$ cat src/ssq_pkg.sv
package ssq_pkg;
  // Sleep entry and exit delays, in clock cycles
  localparam int unsigned SLEEP_ENTRY_CYC = 2;
  localparam int unsigned SLEEP_EXIT_CYC = 2;
  localparam int unsigned SYNC_STAGES = 2;
  localparam int unsigned CLK_PERIOD_NS = 50;
  // Widths
  localparam int unsigned ADDR_W = 18;
  localparam int unsigned LANES = 4;
  localparam int unsigned LANE_W = 9;
  // Reset values
  localparam logic RST_ZERO = 1'b0;
  // Cycle kinds
  typedef enum logic [4:0] {
    SSQ_IDLE = 5'h01,
    SSQ_READ = 5'h02,
    SSQ_WRITE = 5'h04,
    SSQ_DESEL = 5'h08,
    SSQ_CONT_DESEL = 5'h10
  } ssq_cycle_t;
endpackage

$ cat src/ssq_top.sv
`timescale 1ns/100ps
// Overview of operation
// - Sleep request is async active high; while high, chip sleeps and is deselected.
// - Sleep follows sleep request high, lagging it three cycles each way; leaves only after it falls.
// - Asleep, all inputs but sleep request are ignored; data outputs float.
// - Input sampling stops no later than two cycles after sleep request rises.
// - Input sampling resumes two cycles after sleep request falls.
// - Sleep current is reached within three cycles of sleep request rising.
// - Advance low with chip selected starts a write if write enable low, else a read.
// - External address captured only when advance low and chip selected.
// - Clock enable high ignores the edge; state, address, operation held.
// - Continued-deselect only follows a deselect, continued-deselect or idle cycle.
module ssq_top
  import ssq_pkg::*;
#(
  parameter int unsigned AW = ssq_pkg::ADDR_W,
  parameter int unsigned NL = ssq_pkg::LANES
) (
  // Clock and reset
  input wire logic CLK_SYS,
  input wire logic NRST,
  // Sleep
  input wire logic SLEEP_REQUEST,
  output logic SLEEP_ACTIVE,
  output logic SLEEP_CURRENT,
  // Cycle qualification pins
  input wire logic CHIP_SELECT_FIRST_N,
  input wire logic CHIP_SELECT_SECOND,
  input wire logic CHIP_SELECT_THIRD_N,
  input wire logic ADVANCE_N,
  input wire logic WRITE_ENABLE_N,
  input wire logic [NL-1:0] BYTE_LANE_WRITE_N,
  input wire logic CLOCK_ENABLE_N,
  input wire logic [AW-1:0] ADDRESS,
  // Qualified cycle
  output logic [AW-1:0] CYCLE_ADDRESS,
  output logic CYCLE_READ,
  output logic CYCLE_WRITE,
  output logic [NL-1:0] CYCLE_LANE_WRITE,
  output logic CYCLE_CONT_DESEL,
  output logic INPUTS_SAMPLED,
  output logic DATA_OUT_ENABLE
);
  import ssq_pkg::*;

  logic sleep_sync;
  logic sample_en_ff;
  logic nxt_sample_en;
  logic sleep_active_ff;
  logic sleep_current_ff;
  ssq_cycle_t cycle_ff;
  ssq_cycle_t nxt_cycle;
  logic [AW-1:0] addr_ff;
  logic [NL-1:0] lanes_ff;
  logic selected;
  logic take_edge;
  logic [NL-1:0] nxt_lanes;
  logic read_ff;
  logic write_ff;
  logic cont_desel_ff;
  logic [NL-1:0] lane_write_ff;
  logic doe_ff;

  function automatic logic chip_selected(input logic s1n, input logic s2, input logic s3n);
    return (!s1n) && s2 && (!s3n);
  endfunction

  // Async pin made synchronous through two flops; output changes on the second rising edge after the pin, each way
  ssq_sync u_sync (
    .clk(CLK_SYS),
    .nrst(NRST),
    .din(SLEEP_REQUEST),
    .dout(sleep_sync)
  );

  // Sampling gate follows the synchronised level; entry and exit both two edges
  assign nxt_sample_en = !sleep_sync;

  always_ff @(posedge CLK_SYS or negedge NRST) begin
    if (!NRST) begin
      sample_en_ff <= 1'b1;
      sleep_active_ff <= RST_ZERO;
      sleep_current_ff <= RST_ZERO;
    end else begin
      sample_en_ff <= nxt_sample_en;
      sleep_active_ff <= sleep_sync;
      sleep_current_ff <= sleep_sync;
    end
  end

  assign selected = chip_selected(CHIP_SELECT_FIRST_N, CHIP_SELECT_SECOND, CHIP_SELECT_THIRD_N);
  // Edge is used only when awake and clock enable low
  assign take_edge = nxt_sample_en && !CLOCK_ENABLE_N;

  always_comb begin
    nxt_cycle = cycle_ff;
    if (!nxt_sample_en) begin
      nxt_cycle = SSQ_IDLE;
    end else if (take_edge) begin
      if (!ADVANCE_N) begin
        if (!selected) begin
          nxt_cycle = SSQ_DESEL;
        end else if (!WRITE_ENABLE_N) begin
          nxt_cycle = SSQ_WRITE;
        end else begin
          nxt_cycle = SSQ_READ;
        end
      end else begin
        unique case (cycle_ff)
          SSQ_DESEL, SSQ_CONT_DESEL, SSQ_IDLE: nxt_cycle = SSQ_CONT_DESEL;
          SSQ_READ: nxt_cycle = SSQ_READ;
          SSQ_WRITE: nxt_cycle = SSQ_WRITE;
          default: nxt_cycle = SSQ_IDLE;
        endcase
      end
    end
  end

  // Idle after wake counts as deselected, so continue-deselect may follow it
  always_ff @(posedge CLK_SYS or negedge NRST) begin
    if (!NRST) begin
      cycle_ff <= SSQ_IDLE;
    end else begin
      cycle_ff <= nxt_cycle;
    end
  end

  always_ff @(posedge CLK_SYS or negedge NRST) begin
    if (!NRST) begin
      addr_ff <= '0;
    end else if (take_edge && !ADVANCE_N && selected) begin
      addr_ff <= ADDRESS;
    end
  end

  // Byte writes are sampled on each used edge, including burst continues
  always_ff @(posedge CLK_SYS or negedge NRST) begin
    if (!NRST) begin
      lanes_ff <= '0;
    end else begin
      lanes_ff <= nxt_lanes;
    end
  end

  // Lane enables as they will stand after this edge
  always_comb begin
    nxt_lanes = lanes_ff;
    if (!nxt_sample_en) begin
      nxt_lanes = '0;
    end else if (take_edge) begin
      nxt_lanes = ~BYTE_LANE_WRITE_N;
    end
  end

  // Outputs registered from the next state, so they track cycle_ff edge for edge
  always_ff @(posedge CLK_SYS or negedge NRST) begin
    if (!NRST) begin
      read_ff <= RST_ZERO;
      write_ff <= RST_ZERO;
      cont_desel_ff <= RST_ZERO;
      lane_write_ff <= '0;
      doe_ff <= RST_ZERO;
    end else begin
      read_ff <= (nxt_cycle == SSQ_READ);
      write_ff <= (nxt_cycle == SSQ_WRITE);
      cont_desel_ff <= (nxt_cycle == SSQ_CONT_DESEL);
      lane_write_ff <= (nxt_cycle == SSQ_WRITE) ? nxt_lanes : '0;
      // Outputs float while asleep
      doe_ff <= (nxt_cycle == SSQ_READ) && !sleep_sync;
    end
  end

  assign SLEEP_ACTIVE = sleep_active_ff;
  assign SLEEP_CURRENT = sleep_current_ff;
  assign CYCLE_ADDRESS = addr_ff;
  assign CYCLE_READ = read_ff;
  assign CYCLE_WRITE = write_ff;
  assign CYCLE_LANE_WRITE = lane_write_ff;
  assign CYCLE_CONT_DESEL = cont_desel_ff;
  assign INPUTS_SAMPLED = sample_en_ff;
  assign DATA_OUT_ENABLE = doe_ff;
endmodule // ssq_top

$ cat src/ssq_sync.sv
`timescale 1ns/100ps
module ssq_sync (
  // Clock and reset
  input wire logic clk,
  input wire logic nrst,
  // Level in and out
  input wire logic din,
  output logic dout
);
  logic meta_ff;
  logic sync_ff;

  // Only sync_ff reads meta_ff
  always_ff @(posedge clk or negedge nrst) begin
    if (!nrst) begin
      meta_ff <= 1'b0;
      sync_ff <= 1'b0;
    end else begin
      meta_ff <= din;
      sync_ff <= meta_ff;
    end
  end

  assign dout = sync_ff;
endmodule // ssq_sync

$ cat config.mk
export PLATFORM = sky130hd
export DESIGN_NAME = ssq_top
export DESIGN_NICKNAME = d
export VERILOG_FILES = /design/src/ssq_pkg.sv /design/src/ssq_top.sv /design/src/ssq_sync.sv
export SDC_FILE = /design/constraint.sdc
export NUM_CORES = 1
export LEC_CHECK = 0
export BUFFER_PORTS_ARGS = -buffer_cell sky130_fd_sc_hd__buf_2
export CORE_MARGIN = 5
export CORE_UTILIZATION = 45
export CTS_CLUSTER_SIZE = 30
export DETAILED_ROUTE_END_ITERATION = 8
export PLACE_DENSITY = 0.72
export SYNTH_ARGS = -nofsm -noshare
export SYNTH_HDL_FRONTEND = slang
export SYNTH_SLANG_ARGS = --single-unit
$ cat constraint.sdc
create_clock -name CLK_SYS -period 2.3 [get_ports CLK_SYS]
set_input_delay 0.115 -clock CLK_SYS [delete_from_list [all_inputs] [get_ports CLK_SYS]]
set_output_delay 0.115 -clock CLK_SYS [all_outputs]
set_load 0.01 [all_outputs]
==> results by group, run 1 <==
Worst hold path
  • Hold Crit Depth: 2
  • HP Start: ADDRESS[0]
  • Tightest Hold Check Type: primary input to flip-flop
  • Worst Hold Path EP: CYCLE_ADDRESS[0]

Critical path
  • CP required: 2.53 ns
  • Startpoint types: flip-flop
  • Slowest cell on the critical path: dfrtp_1
  • CP endpoint kind: flip-flop
  • CP most frequent cell: inv_1
  • Worst reg2reg startpoint: u_sync.dout
  • CP arrival: 2.13 ns
  • Critical path's top delay family: simple AND/OR/NAND/NOR gates
  • Critical path class: flip-flop to flip-flop
  • Worst path cell trace: inv_1 -> nand3b_4 -> o22a_1 -> inv_1 -> nor4b_1
  • Worst r2r dst: CYCLE_READ
  • Reg2reg path depth: 5
  • CP peak stage delay: 0.56 ns
  • Crit-path max FO: 21
  • Buf/Inv on CP: 2
  • Worst reg2reg setup slack: 0.40 ns

Synth
  • Most frequent cells after synthesis: dfrtp_1, mux2_2, nor2_1
  • Top post-synthesis cells by area: dfrtp_1, mux2_2, dfstp_2
  • Post-synth EDFFs: 0
  • Syn avg cell area: 13.3 um2
  • Post-Syn Area: 1560 um2
  • Post-synthesis sequential area ratio: 62.7%
  • Synth unique cells: 33
  • Post-synth top area cell: dfrtp_1
  • Post-Synthesis Cells: 117
  • Net count after synthesis: 148
  • Top FF cell, synth: dfrtp_1
  • Yosys warns: 0
  • Post-synthesis register bit count: 39
  • Async set-reset flop share out of synthesis: 100%
  • Synth top area share: 59.3%
  • Most numerous cell in the Yosys netlist: dfrtp_1

Timing
  • Slew Limit Fails: 0
  • Minimum clock period: 1.90 ns
  • Fin Setup TNS: 0 ns
  • Max Fclk: 528 MHz
  • RSZ-0062 raised after global routing: false
  • Actual slew at the worst max-slew pin: 0.829 ns
  • Setup Skew: 0.0116 ns
  • Hold slack: 0.0235 ns
  • # setup viols final: 0
  • Final hold violations: 0
  • Final period util: 82.4%
  • Relative slew margins: 44.8%

Status
  • Outcome: finished clean

Floorplanning
  • Die area: 4750 um2
  • Boundary pin count: 60
  • Die height: 68.9 um
  • Die W: 68.9 um
  • Initial core utilization: 46.8%
  • Core footprint: 3340 um2
  • Row count: 21

Layout
  • Layout cells sized above 1: 44.7%
  • Syn-to-layout area delta: 35.3%
  • Seq. cell area: 978 um2
  • N_diodes: 0
  • FILL cells: 281
  • Footprint of the multi-input gates: 534 um2
  • Final nets: 227

Power
  • Pwr dens: 661 nW/um2
  • VDD IR-drop max: 0.000436 V
  • Pleak: 0.00108 uW

CTS
  • H-tree levels: 2
  • Post-CTS Hold Buffers: 17
  • CTS tree: built
  • Cts repair resizes: 0
  • Clk_lat worst skew: 0.34 ns
  • Postcts setup bufs: 0
  • Clock Tree Buf Depth: 2
  • CTS Root Cell: clkbuf_4
  • Clock net sink count: 39
  • CTS clock-pin slew for the worst setup and hold paths: 0.11 ns
  • CTS buffer count: 5

Global route
  • Gr ovfl total: 0
  • Wire length of the first global-routing pass: 6.12 mm
  • Via count of the first global-routing pass: 1322
  • Largest net degree at the start of global routing: 40
  • Total routing usage reported by global routing: 18.0%
  • Antenna violations before repair: 0

Detailed routing
  • Drt first pass iters: 4
  • DRC violations left: 0
  • Post-DRT Antenna Nets: 0
  • Final WL: 3.76 mm
  • Vias post-DR: 1215
  • Detailed-route wire length per cell: 15.5 um
  • DR iter-0 viols: 36
  • Vias per std cell: 5.00

Placement
  • Gpl congestion: 0.803
  • Hpwl dp: 2.68 mm
  • # port buffers: 59

Flow run
  • Max Cap Viol: 0
-- power breakdown --
| part | internal [uW] | switching (uW) |
|---|---|---|
| Sequential | 760 | 40.9 |
| Combinational | 142 | 129 |
| Clock | 119 | 204 |
| Total | 1020 | 373 |
-- worst max path at each step --
stage,from,end,slack (ns),cells after the start
6_report,u_sync.dout,CYCLE_READ,0.40,5
2_1_floorplan,cycle_ff[3],CYCLE_LANE_WRITE[0],0.81,4
4_1_cts,u_sync.dout,CYCLE_READ,0.40,5
5_1_grt,u_sync.dout,CYCLE_READ,0.25,5
3_5_place_dp,u_sync.dout,CYCLE_READ,0.41,5
3_3_place_gp,u_sync.dout,DATA_OUT_ENABLE,0.58,5
-- routing by layer --
layer | track usage, % | vias to the layer above | routed length (um)
li1 | - | 571 | -
met1 | 20.9 | 597 | 1480
met2 | 30.7 | 41 | 2000
met3 | 5.67 | 6 | 221
met4 | 7.06 | 0 | 55
met5 | 0 | - | 0
-- logic make-up after synthesis --
family	count (synthesis)	share of synthesized area, %
XOR/XNOR	2	1.12
buffers and inverters	9	3.05
flip-flops	39	62.7
AO/OA/AOI/OAI	15	6.98
AND/OR/NAND/NOR	34	13.2
multiplexers	18	13.0
-- state kept, by name (all words and copies together) (netlist names) --
| signal | count |
|---|---|
| CYCLE_LANE_WRITE | 4 |
| CYCLE_READ | 1 |
| lanes_ff | 4 |
| CYCLE_ADDRESS | 18 |
| u_sync.meta_ff | 1 |
| CYCLE_CONT_DESEL | 1 |
| u_sync.dout | 1 |
| INPUTS_SAMPLED | 1 |
| DATA_OUT_ENABLE | 1 |
| cycle_ff | 5 |
| SLEEP_CURRENT | 1 |
| CYCLE_WRITE | 1 |
-- layout by cell type, fill, tap and decap left out, drive strengths merged --
| master | synthesis | final |
|---|---|---|
| or4 | 1 | 1 |
| mux2 | 18 | 18 |
| dfrtp | 37 | 37 |
| o211ai | 2 | 2 |
| o21a | 1 | 1 |
| or2 | 1 | 1 |
| inv | 4 | 4 |
| a211o | 1 | 1 |
| nand2 | 6 | 6 |
| dlygate4sd3 | 0 | 18 |
| o2111ai | 1 | 1 |
| xnor2 | 1 | 1 |
| a21oi | 6 | 6 |
| nand3b | 1 | 1 |
| a32oi | 1 | 1 |
| o22a | 1 | 1 |
| dfstp | 2 | 2 |
| nor4 | 2 | 2 |
| o21ai | 2 | 2 |
| or3b | 1 | 1 |
| nor3b | 1 | 1 |
| and2 | 1 | 1 |
| nor2b | 1 | 1 |
| clkinv | 0 | 1 |
| and3 | 1 | 1 |
| xor2 | 1 | 1 |
| clkbuf | 1 | 7 |
| buf | 4 | 59 |
| nand4 | 1 | 1 |
| nor2 | 10 | 10 |
| nor4b | 6 | 6 |
| nor3 | 1 | 1 |
-- stage by stage --
| step | instance area, um2 | setup WS [ns] | power, uW | utilization [%] | cells |
|---|---|---|---|---|---|
| final | 2110 | 0.404 | 1390 | 63.3 | 243 |
| after global placement | 1880 | 0.583 | 1050 | 56.4 | 217 |
| after detailed placement | 1880 | 0.409 | 1060 | 56.4 | 217 |
| after global routing | 2110 | 0.252 | 1480 | 63.3 | 243 |
| after CTS | 2100 | 0.396 | 1420 | 63.0 | 242 |
| after floorplan | 1560 | 0.813 | 935 | - | 117 |
-- cell type report --
class                      count  area share, %
tap                           46           2.73
clock inverter                 1          0.237
multi-input combinational     69           25.3
timing repair buffer          77           22.5
inverter                       4          0.711
sequential                    39           46.4
clock buffer                   7           2.13
Power figures use the tool's default switching activity.
==> run 2, diff against run 1 <==
==> constraint.sdc (replaced) <==
create_clock -name CLK_SYS -period 1.8 [get_ports CLK_SYS]
set_input_delay 0.09 -clock CLK_SYS [delete_from_list [all_inputs] [get_ports CLK_SYS]]
set_output_delay 0.09 -clock CLK_SYS [all_outputs]
set_load 0.01 [all_outputs]
==> run 2 against run 1 <==
Hold slack better by 0.0083 ns. Count of clock-buffer cells in the layout unchanged. Via count up 0.82%. Worst setup slack worse by 0.29 ns. Largest power group unchanged.
==> results by group, run 2 (synthesized netlist as in run 1, its figures left out) <==
CTS
  • Clock net sink count: 39 (unchanged)
  • Clk_lat worst skew: 0.34 ns (about the same)
  • CTS clock-pin slew for the worst setup and hold paths: 0.10 ns (about the same)
  • CTS buffer count: 5 (unchanged)
  • CTS Root Cell: clkbuf_4
  • H-tree levels: 2 (unchanged)
  • Clock Tree Buf Depth: 2 (unchanged)
  • CTS tree: built

Timing
  • Fin Setup TNS: 0 ns (unchanged)
  • Final hold violations: 0 (unchanged)
  • Max Fclk: 594 MHz (+13%)
  • RSZ-0062 raised after global routing: false
  • Relative slew margins: 44.6% (-0.18 points)
  • Setup Skew: 0.00635 ns (-0.00522 ns)
  • Slew Limit Fails: 0 (unchanged)
  • Final period util: 93.5% (+11 points)
  • Final WS setup: 0.118 ns (-0.287 ns)
  • # setup viols final: 0 (unchanged)
  • Minimum clock period: 1.68 ns (-0.213 ns)
  • Actual slew at the worst max-slew pin: 0.831 ns (+0.00265 ns)

Layout
  • Seq. cell area: 978 um2 (unchanged)
  • Most common cell after layout, fill and taps aside: buf_2
  • Final nets: 232 (+2.2%)
  • Commonest non-fill, non-tap cells in the layout: buf_2, dfrtp_1, dlygate4sd3_1, mux2_2, nor2_1
  • Footprint of the multi-input gates: 536 um2 (+0.23%)
  • FILL cells: 264 (-6.0%)
  • N_diodes: 0 (unchanged)
  • Layout cells sized above 1: 45.5% (+0.87 points)
  • Max FFs per register: 18 (unchanged)
  • Syn-to-layout area delta: 38.1%

Critical path
  • CP peak stage delay: 0.45 ns (-0.11 ns)
  • CP most frequent cell: nor4b_1
  • CP arrival: 1.91 ns (-0.22 ns)
  • Startpoint types: flip-flop
  • Slowest cell on the critical path: dfrtp_1
  • Critical path class: flip-flop to flip-flop
  • CP required: 2.03 ns (-0.50 ns)
  • Worst path cell trace: nor4b_1 -> a21oi_1 -> o22a_2 -> nor4b_1
  • Crit-path max FO: 6 (-71%)
  • CP endpoint kind: flip-flop

Floorplanning
  • Row count: 21 (unchanged)
  • Die area: 4750 um2 (unchanged)
  • Core footprint: 3340 um2 (unchanged)
  • Die height: 68.9 um (unchanged)
  • Die W: 68.9 um (unchanged)
  • Boundary pin count: 60 (unchanged)
  • Initial core utilization: 46.8% (unchanged)

Flow run
  • Max Cap Viol: 0 (unchanged)

Placement
  • Gpl congestion: 0.802 (-0.12%)
  • # port buffers: 59 (unchanged)
  • Hpwl dp: 2.51 mm (-6.4%)
  • Worst slack at placement: 0.114 ns (-0.295 ns)

Global route
  • Total routing usage reported by global routing: 17.2% (-0.78 points)
  • Wire length of the first global-routing pass: 5.93 mm (-3.2%)
  • Antenna violations before repair: 0 (unchanged)
  • Gr ovfl total: 0 (unchanged)
  • Via count of the first global-routing pass: 1261 (-4.6%)
  • Largest net degree at the start of global routing: 40 (unchanged)

Detailed routing
  • Detailed-route wire length per cell: 14.5 um (-6.5%)
  • Post-DRT Antenna Nets: 0 (unchanged)
  • DR iter-0 viols: 32 (-11%)
  • Vias per std cell: 4.94 (-1.2%)
  • Vias post-DR: 1225 (+0.82%)
  • Final WL: 3.59 mm (-4.6%)
  • Drt first pass iters: 4 (unchanged)
  • DRC violations left: 0 (unchanged)

Status
  • Outcome: finished clean

Power
  • VDD IR-drop max: 0.000588 V (+35%)
  • Pwr dens: 832 nW/um2 (+26%)
  • Pleak: 0.00110 uW (+2.0%)

Worst hold path
  • Tightest Hold Check Type: primary input to flip-flop
run 2: layer usage:
layer  vias to the layer above  wire length (um)  part of all wire (%)  track usage, %
met5                         -                 0                     0               0
met4                         0                97                   2.7            8.27
met3                        11               260                   7.3            5.83
met2                        45              1820                    51            27.5
met1                       590              1400                    39            20.7
li1                        579                 -                     -               -
run 2: path summary, 6_finish.rpt:
path	slack, ns	cells past startpoint	start	endpoint
setup reg to reg	0.12	4	cycle_ff[3]	CYCLE_LANE_WRITE[1]
setup / recovery	0.12	4	cycle_ff[3]	CYCLE_LANE_WRITE[1]
hold reg to reg	0.36	0	u_sync.meta_ff	u_sync.dout
min in group asynchronous	0.39	2	NRST	CYCLE_READ
hold / removal	0.03	3	BYTE_LANE_WRITE_N[2]	lanes_ff[2]
max in group asynchronous	0.88	2	NRST	CYCLE_ADDRESS[10]
run 2: stage by stage:
stage	hold WS [ns]	cells	instance area, um2	util (%)	power [uW]
2_1_floorplan	-0.206	117	1560	-	1190
3_3_place_gp	0.211	219	1900	56.8	1340
3_5_place_dp	0.213	219	1900	56.8	1360
4_1_cts	0.0184	247	2150	64.3	1820
5_1_grt	0.0274	248	2150	64.6	1890
6_report	0.0318	248	2150	64.6	1790
run 2: layout make-up:
class                   count  share of cell area [%]
repair buffers             82                    24.0
flip-flops and latches     39                    45.4
clock inverters             1                   0.232
clock buffers               7                    2.09
well taps                  46                    2.67
multi-input cells          69                    24.9
inverters                   4                   0.697
run 2: timing repair:
item	CTS	global route
endpoints found under the hold margin	56	0
endpoints found under the setup margin	0	6
setup buffers	0	1
hold buffers	20	0
resized for setup	0	1
run 2: worst max-delay path: cells and delay by family (launching register included):
kind	cells	cell delay [ns]
and+or+nand+nor	2	0.72
AOI/OAI and AO/OA	2	0.41
DFF	1	0.45
run 2: report_power, final:
part	switching [uW]	internal (uW)	leakage, uW
Clock	265	152	0.0000293
Sequential	47.4	971	0.000506
Combinational	168	189	0.000566
Total	481	1310	0.00110
==> run 3, diff against run 2 <==
--- a/config.mk
+++ b/config.mk
@@ -5,6 +5,7 @@
 export SDC_FILE = /design/constraint.sdc
 export NUM_CORES = 1
 export LEC_CHECK = 0
+export ABC_AREA = 1
 export BUFFER_PORTS_ARGS = -buffer_cell sky130_fd_sc_hd__buf_2
 export CORE_MARGIN = 5
 export CORE_UTILIZATION = 45
==> run 3 against run 2 <==
Sequential cell count is the same. Cell area rose by 4.2%. Worst setup slack better by 0.18 ns. Via count up 6.2%. Combinational power rose by 16%. Register-to-register slack gained 0.18 ns. Final cell count grew 9.3%. Clock skew about the same. Synthesized area is 4.4% higher. Largest cell class unchanged. Largest power group unchanged.
==> results by group, run 3 <==
Status
  • Outcome: finished clean

Critical path
  • Startpoint types: flip-flop
  • CP endpoint kind: flip-flop
  • Worst reg2reg startpoint: u_sync.dout
  • Reg2reg path depth: 7 (+3)
  • Critical path class: flip-flop to flip-flop
  • Crit path from: u_sync.dout
  • CP required: 2.06 ns (+0.03 ns)
  • Worst r2r dst: CYCLE_LANE_WRITE[1]
  • Setup crit end: CYCLE_LANE_WRITE[1]
  • Worst reg2reg setup slack: 0.30 ns (+0.18 ns)
  • Crit-path max FO: 6 (unchanged)
  • CP arrival: 1.75 ns (-0.16 ns)

Layout
  • Most common cell after layout, fill and taps aside: buf_2
  • Syn-to-layout area delta: 37.8%
  • Fin util: 65.7% (+1.1 points)
  • Layout cells sized above 1: 44.9% (-0.66 points)
  • Commonest non-fill, non-tap cells in the layout: buf_2, dfrtp_1, inv_1, dlygate4sd3_1, nand2_1
  • N_diodes: 0 (unchanged)
  • Finished Layout Cells: 271 (+9.3%)
  • Final nets: 255 (+9.9%)
  • Max FFs per register: 18 (unchanged)

Timing
  • Setup Skew: 0.00655 ns (+0.000203 ns)
  • Actual slew at the worst max-slew pin: 0.810 ns (-0.0207 ns)
  • Relative slew margins: 46.0% (+1.4 points)
  • Slew Limit Fails: 0 (unchanged)
  • Final hold violations: 0 (unchanged)
  • Minimum clock period: 1.50 ns (-0.184 ns)
  • Fin Setup TNS: 0 ns (unchanged)
  • Max Fclk: 667 MHz (+12%)
  • # setup viols final: 0 (unchanged)
  • Final period util: 83.3% (-10 points)
  • RSZ-0062 raised after global routing: false

Detailed routing
  • Vias post-DR: 1301 (+6.2%)
  • DR iter-0 viols: 29 (-9.4%)
  • Detailed-route wire length per cell: 13.5 um (-6.4%)
  • Drt first pass iters: 6 (+2)
  • DRC violations left: 0 (unchanged)
  • Post-DRT Antenna Nets: 0 (unchanged)
  • Final WL: 3.67 mm (+2.2%)
  • Vias per std cell: 4.80 (-2.8%)

Synth
  • Most numerous cell in the Yosys netlist: dfrtp_1
  • Most frequent cells after synthesis: dfrtp_1, inv_1, nand2_1
  • Post-synthesis register bit count: 39 (unchanged)
  • Post-Synthesis Cells: 140 (+20%)
  • Synth unique cells: 22 (-33%)
  • Top post-synthesis cells by area: dfrtp_1, mux2_4, mux2_2
  • Post-synth EDFFs: 0 (unchanged)
  • Yosys warns: 0 (unchanged)
  • Top FF cell, synth: dfrtp_1
  • Net count after synthesis: 171 (+16%)
  • Syn avg cell area: 11.6 um2 (-13%)
  • Synth top area share: 56.8% (-2.5 points)
  • Post-Syn Area: 1630 um2 (+4.4%)
  • Post-synth top area cell: dfrtp_1
  • Async set-reset flop share out of synthesis: 100% (unchanged)
  • Post-synthesis sequential area ratio: 60.1% (-2.6 points)

CTS
  • Postcts setup bufs: 0 (unchanged)
  • H-tree levels: 2 (unchanged)
  • Clock Tree Buf Depth: 2 (unchanged)
  • Clk_lat worst skew: 0.34 ns (about the same)
  • CTS Root Cell: clkbuf_4
  • CTS tree: built
  • CTS buffer count: 5 (unchanged)
  • Clock net sink count: 39 (unchanged)
  • CTS clock-pin slew for the worst setup and hold paths: 0.12 ns (+0.02 ns)

Worst hold path
  • Tightest Hold Check Type: primary input to flip-flop

Power
  • VDD IR-drop max: 0.000703 V (+20%)
  • Pwr dens: 903 nW/um2 (+8.4%)
  • Pleak: 0.00127 uW (+15%)
  • Total chip power: 2030 uW (+13%)

Flow run
  • Max Cap Viol: 0 (unchanged)

Floorplanning
  • Die W: 70.2 um (+1.9%)
  • Die height: 70.2 um (+1.9%)
  • Row count: 21 (unchanged)
  • Boundary pin count: 60 (unchanged)
  • Core footprint: 3420 um2 (+2.4%)
  • Initial core utilization: 47.7% (+0.94 points)
  • Die area: 4920 um2 (+3.8%)

Placement
  • Hpwl dp: 2.65 mm (+5.8%)
  • Post-Place Cells: 243 (+11%)
  • # port buffers: 59 (unchanged)
  • Gpl congestion: 0.831 (+3.6%)

Global route
  • Largest net degree at the start of global routing: 40 (unchanged)
  • Gr ovfl total: 0 (unchanged)
  • Total routing usage reported by global routing: 16.3% (-0.89 points)
  • Via count of the first global-routing pass: 1380 (+9.4%)
  • Wire length of the first global-routing pass: 6.30 mm (+6.3%)
  • Antenna violations before repair: 0 (unchanged)
-- run 3: cell count changes after synthesis, sizes merged, moves of 2 or more --
cell,previous run,this run
inv,4,22
nand3,0,7
a21oi,6,3
o22ai,0,2
buf,4,2
nand2,6,22
nor4b,6,0
o21a,1,4
nor3,1,7
nor4,2,0
nor2,10,12
o211ai,2,0
-- run 3: cells by family (layout without fill, tap and decap cells) --
logic type / count (synthesis) / in the layout / synth area share (%)
flops: 39 / 39 / 60.1
simple gates: 49 / 49 / 15.1
buf+inv: 24 / 109 / 6.22
mux: 18 / 18 / 14.7
compound gates: 10 / 10 / 3.84
-- run 3: area by class of cell --
class / instances / area [um2]
clock buffer: 5 / 37.5
clock inverter: 3 / 43.8
fill: 280 / 1170
inverter: 22 / 82.6
multi-input combinational: 77 / 549
sequential: 39 / 978
tap: 46 / 57.6
timing repair buffer: 79 / 495
-- run 3: power by group --
part / leakage [uW] / internal [uW] / switching, uW
clock network: 0.0000452 / 292 / 284
registers: 0.000502 / 979 / 57.0
logic: 0.000724 / 219 / 196
-- run 3: routing by layer --
metal  GRT usage, %  vias up  routed length [um]
li1               -      617                   -
met1           17.5      629                1390
met2           29.2       48                1960
met3           6.03        7                 269
met4           5.74        0                  50
met5              0        -                   0
-- run 3: worst max-delay path: stages (launching register included) --
cell	delay, ns
dfrtp_1	0.48
inv_2	0.10
nand2_2	0.10
nor2_2	0.14
nand2_1	0.06
nand3_1	0.12
nand3_2	0.16
nor3_1	0.24
-- run 3: worst min-delay path by stage --
| stage | from | endpoint | slack [ns] | cells past startpoint |
|---|---|---|---|---|
| after global routing | BYTE_LANE_WRITE_N[0] | lanes_ff[0] | 0.009 | 3 |
| after CTS | BYTE_LANE_WRITE_N[0] | lanes_ff[0] | 0.02 | 3 |
| final | BYTE_LANE_WRITE_N[0] | lanes_ff[0] | 0.04 | 3 |
| after floorplan | NRST | CYCLE_ADDRESS[0] | -0.21 | 0 |
| after global placement | SLEEP_REQUEST | u_sync.meta_ff | 0.20 | 1 |
| after detailed placement | SLEEP_REQUEST | u_sync.meta_ff | 0.21 | 1 |
-- run 3: through the flow --
stage / hold slack [ns] / instance area, um2 / setup slack, ns
after floorplan: -0.206 / 1630 / 0.447
after global placement: 0.202 / 1960 / 0.389
after detailed placement: 0.213 / 1960 / 0.334
after CTS: 0.0166 / 2240 / 0.304
after global routing: 0.00892 / 2240 / 0.180
final: 0.0388 / 2240 / 0.301
-- run 3: what timing repair did --
| action | in CTS | in global routing |
|---|---|---|
| hold buffers | 20 | 0 |
| resized for setup | 0 | 0 |
| hold endpoints to repair | 56 | 0 |
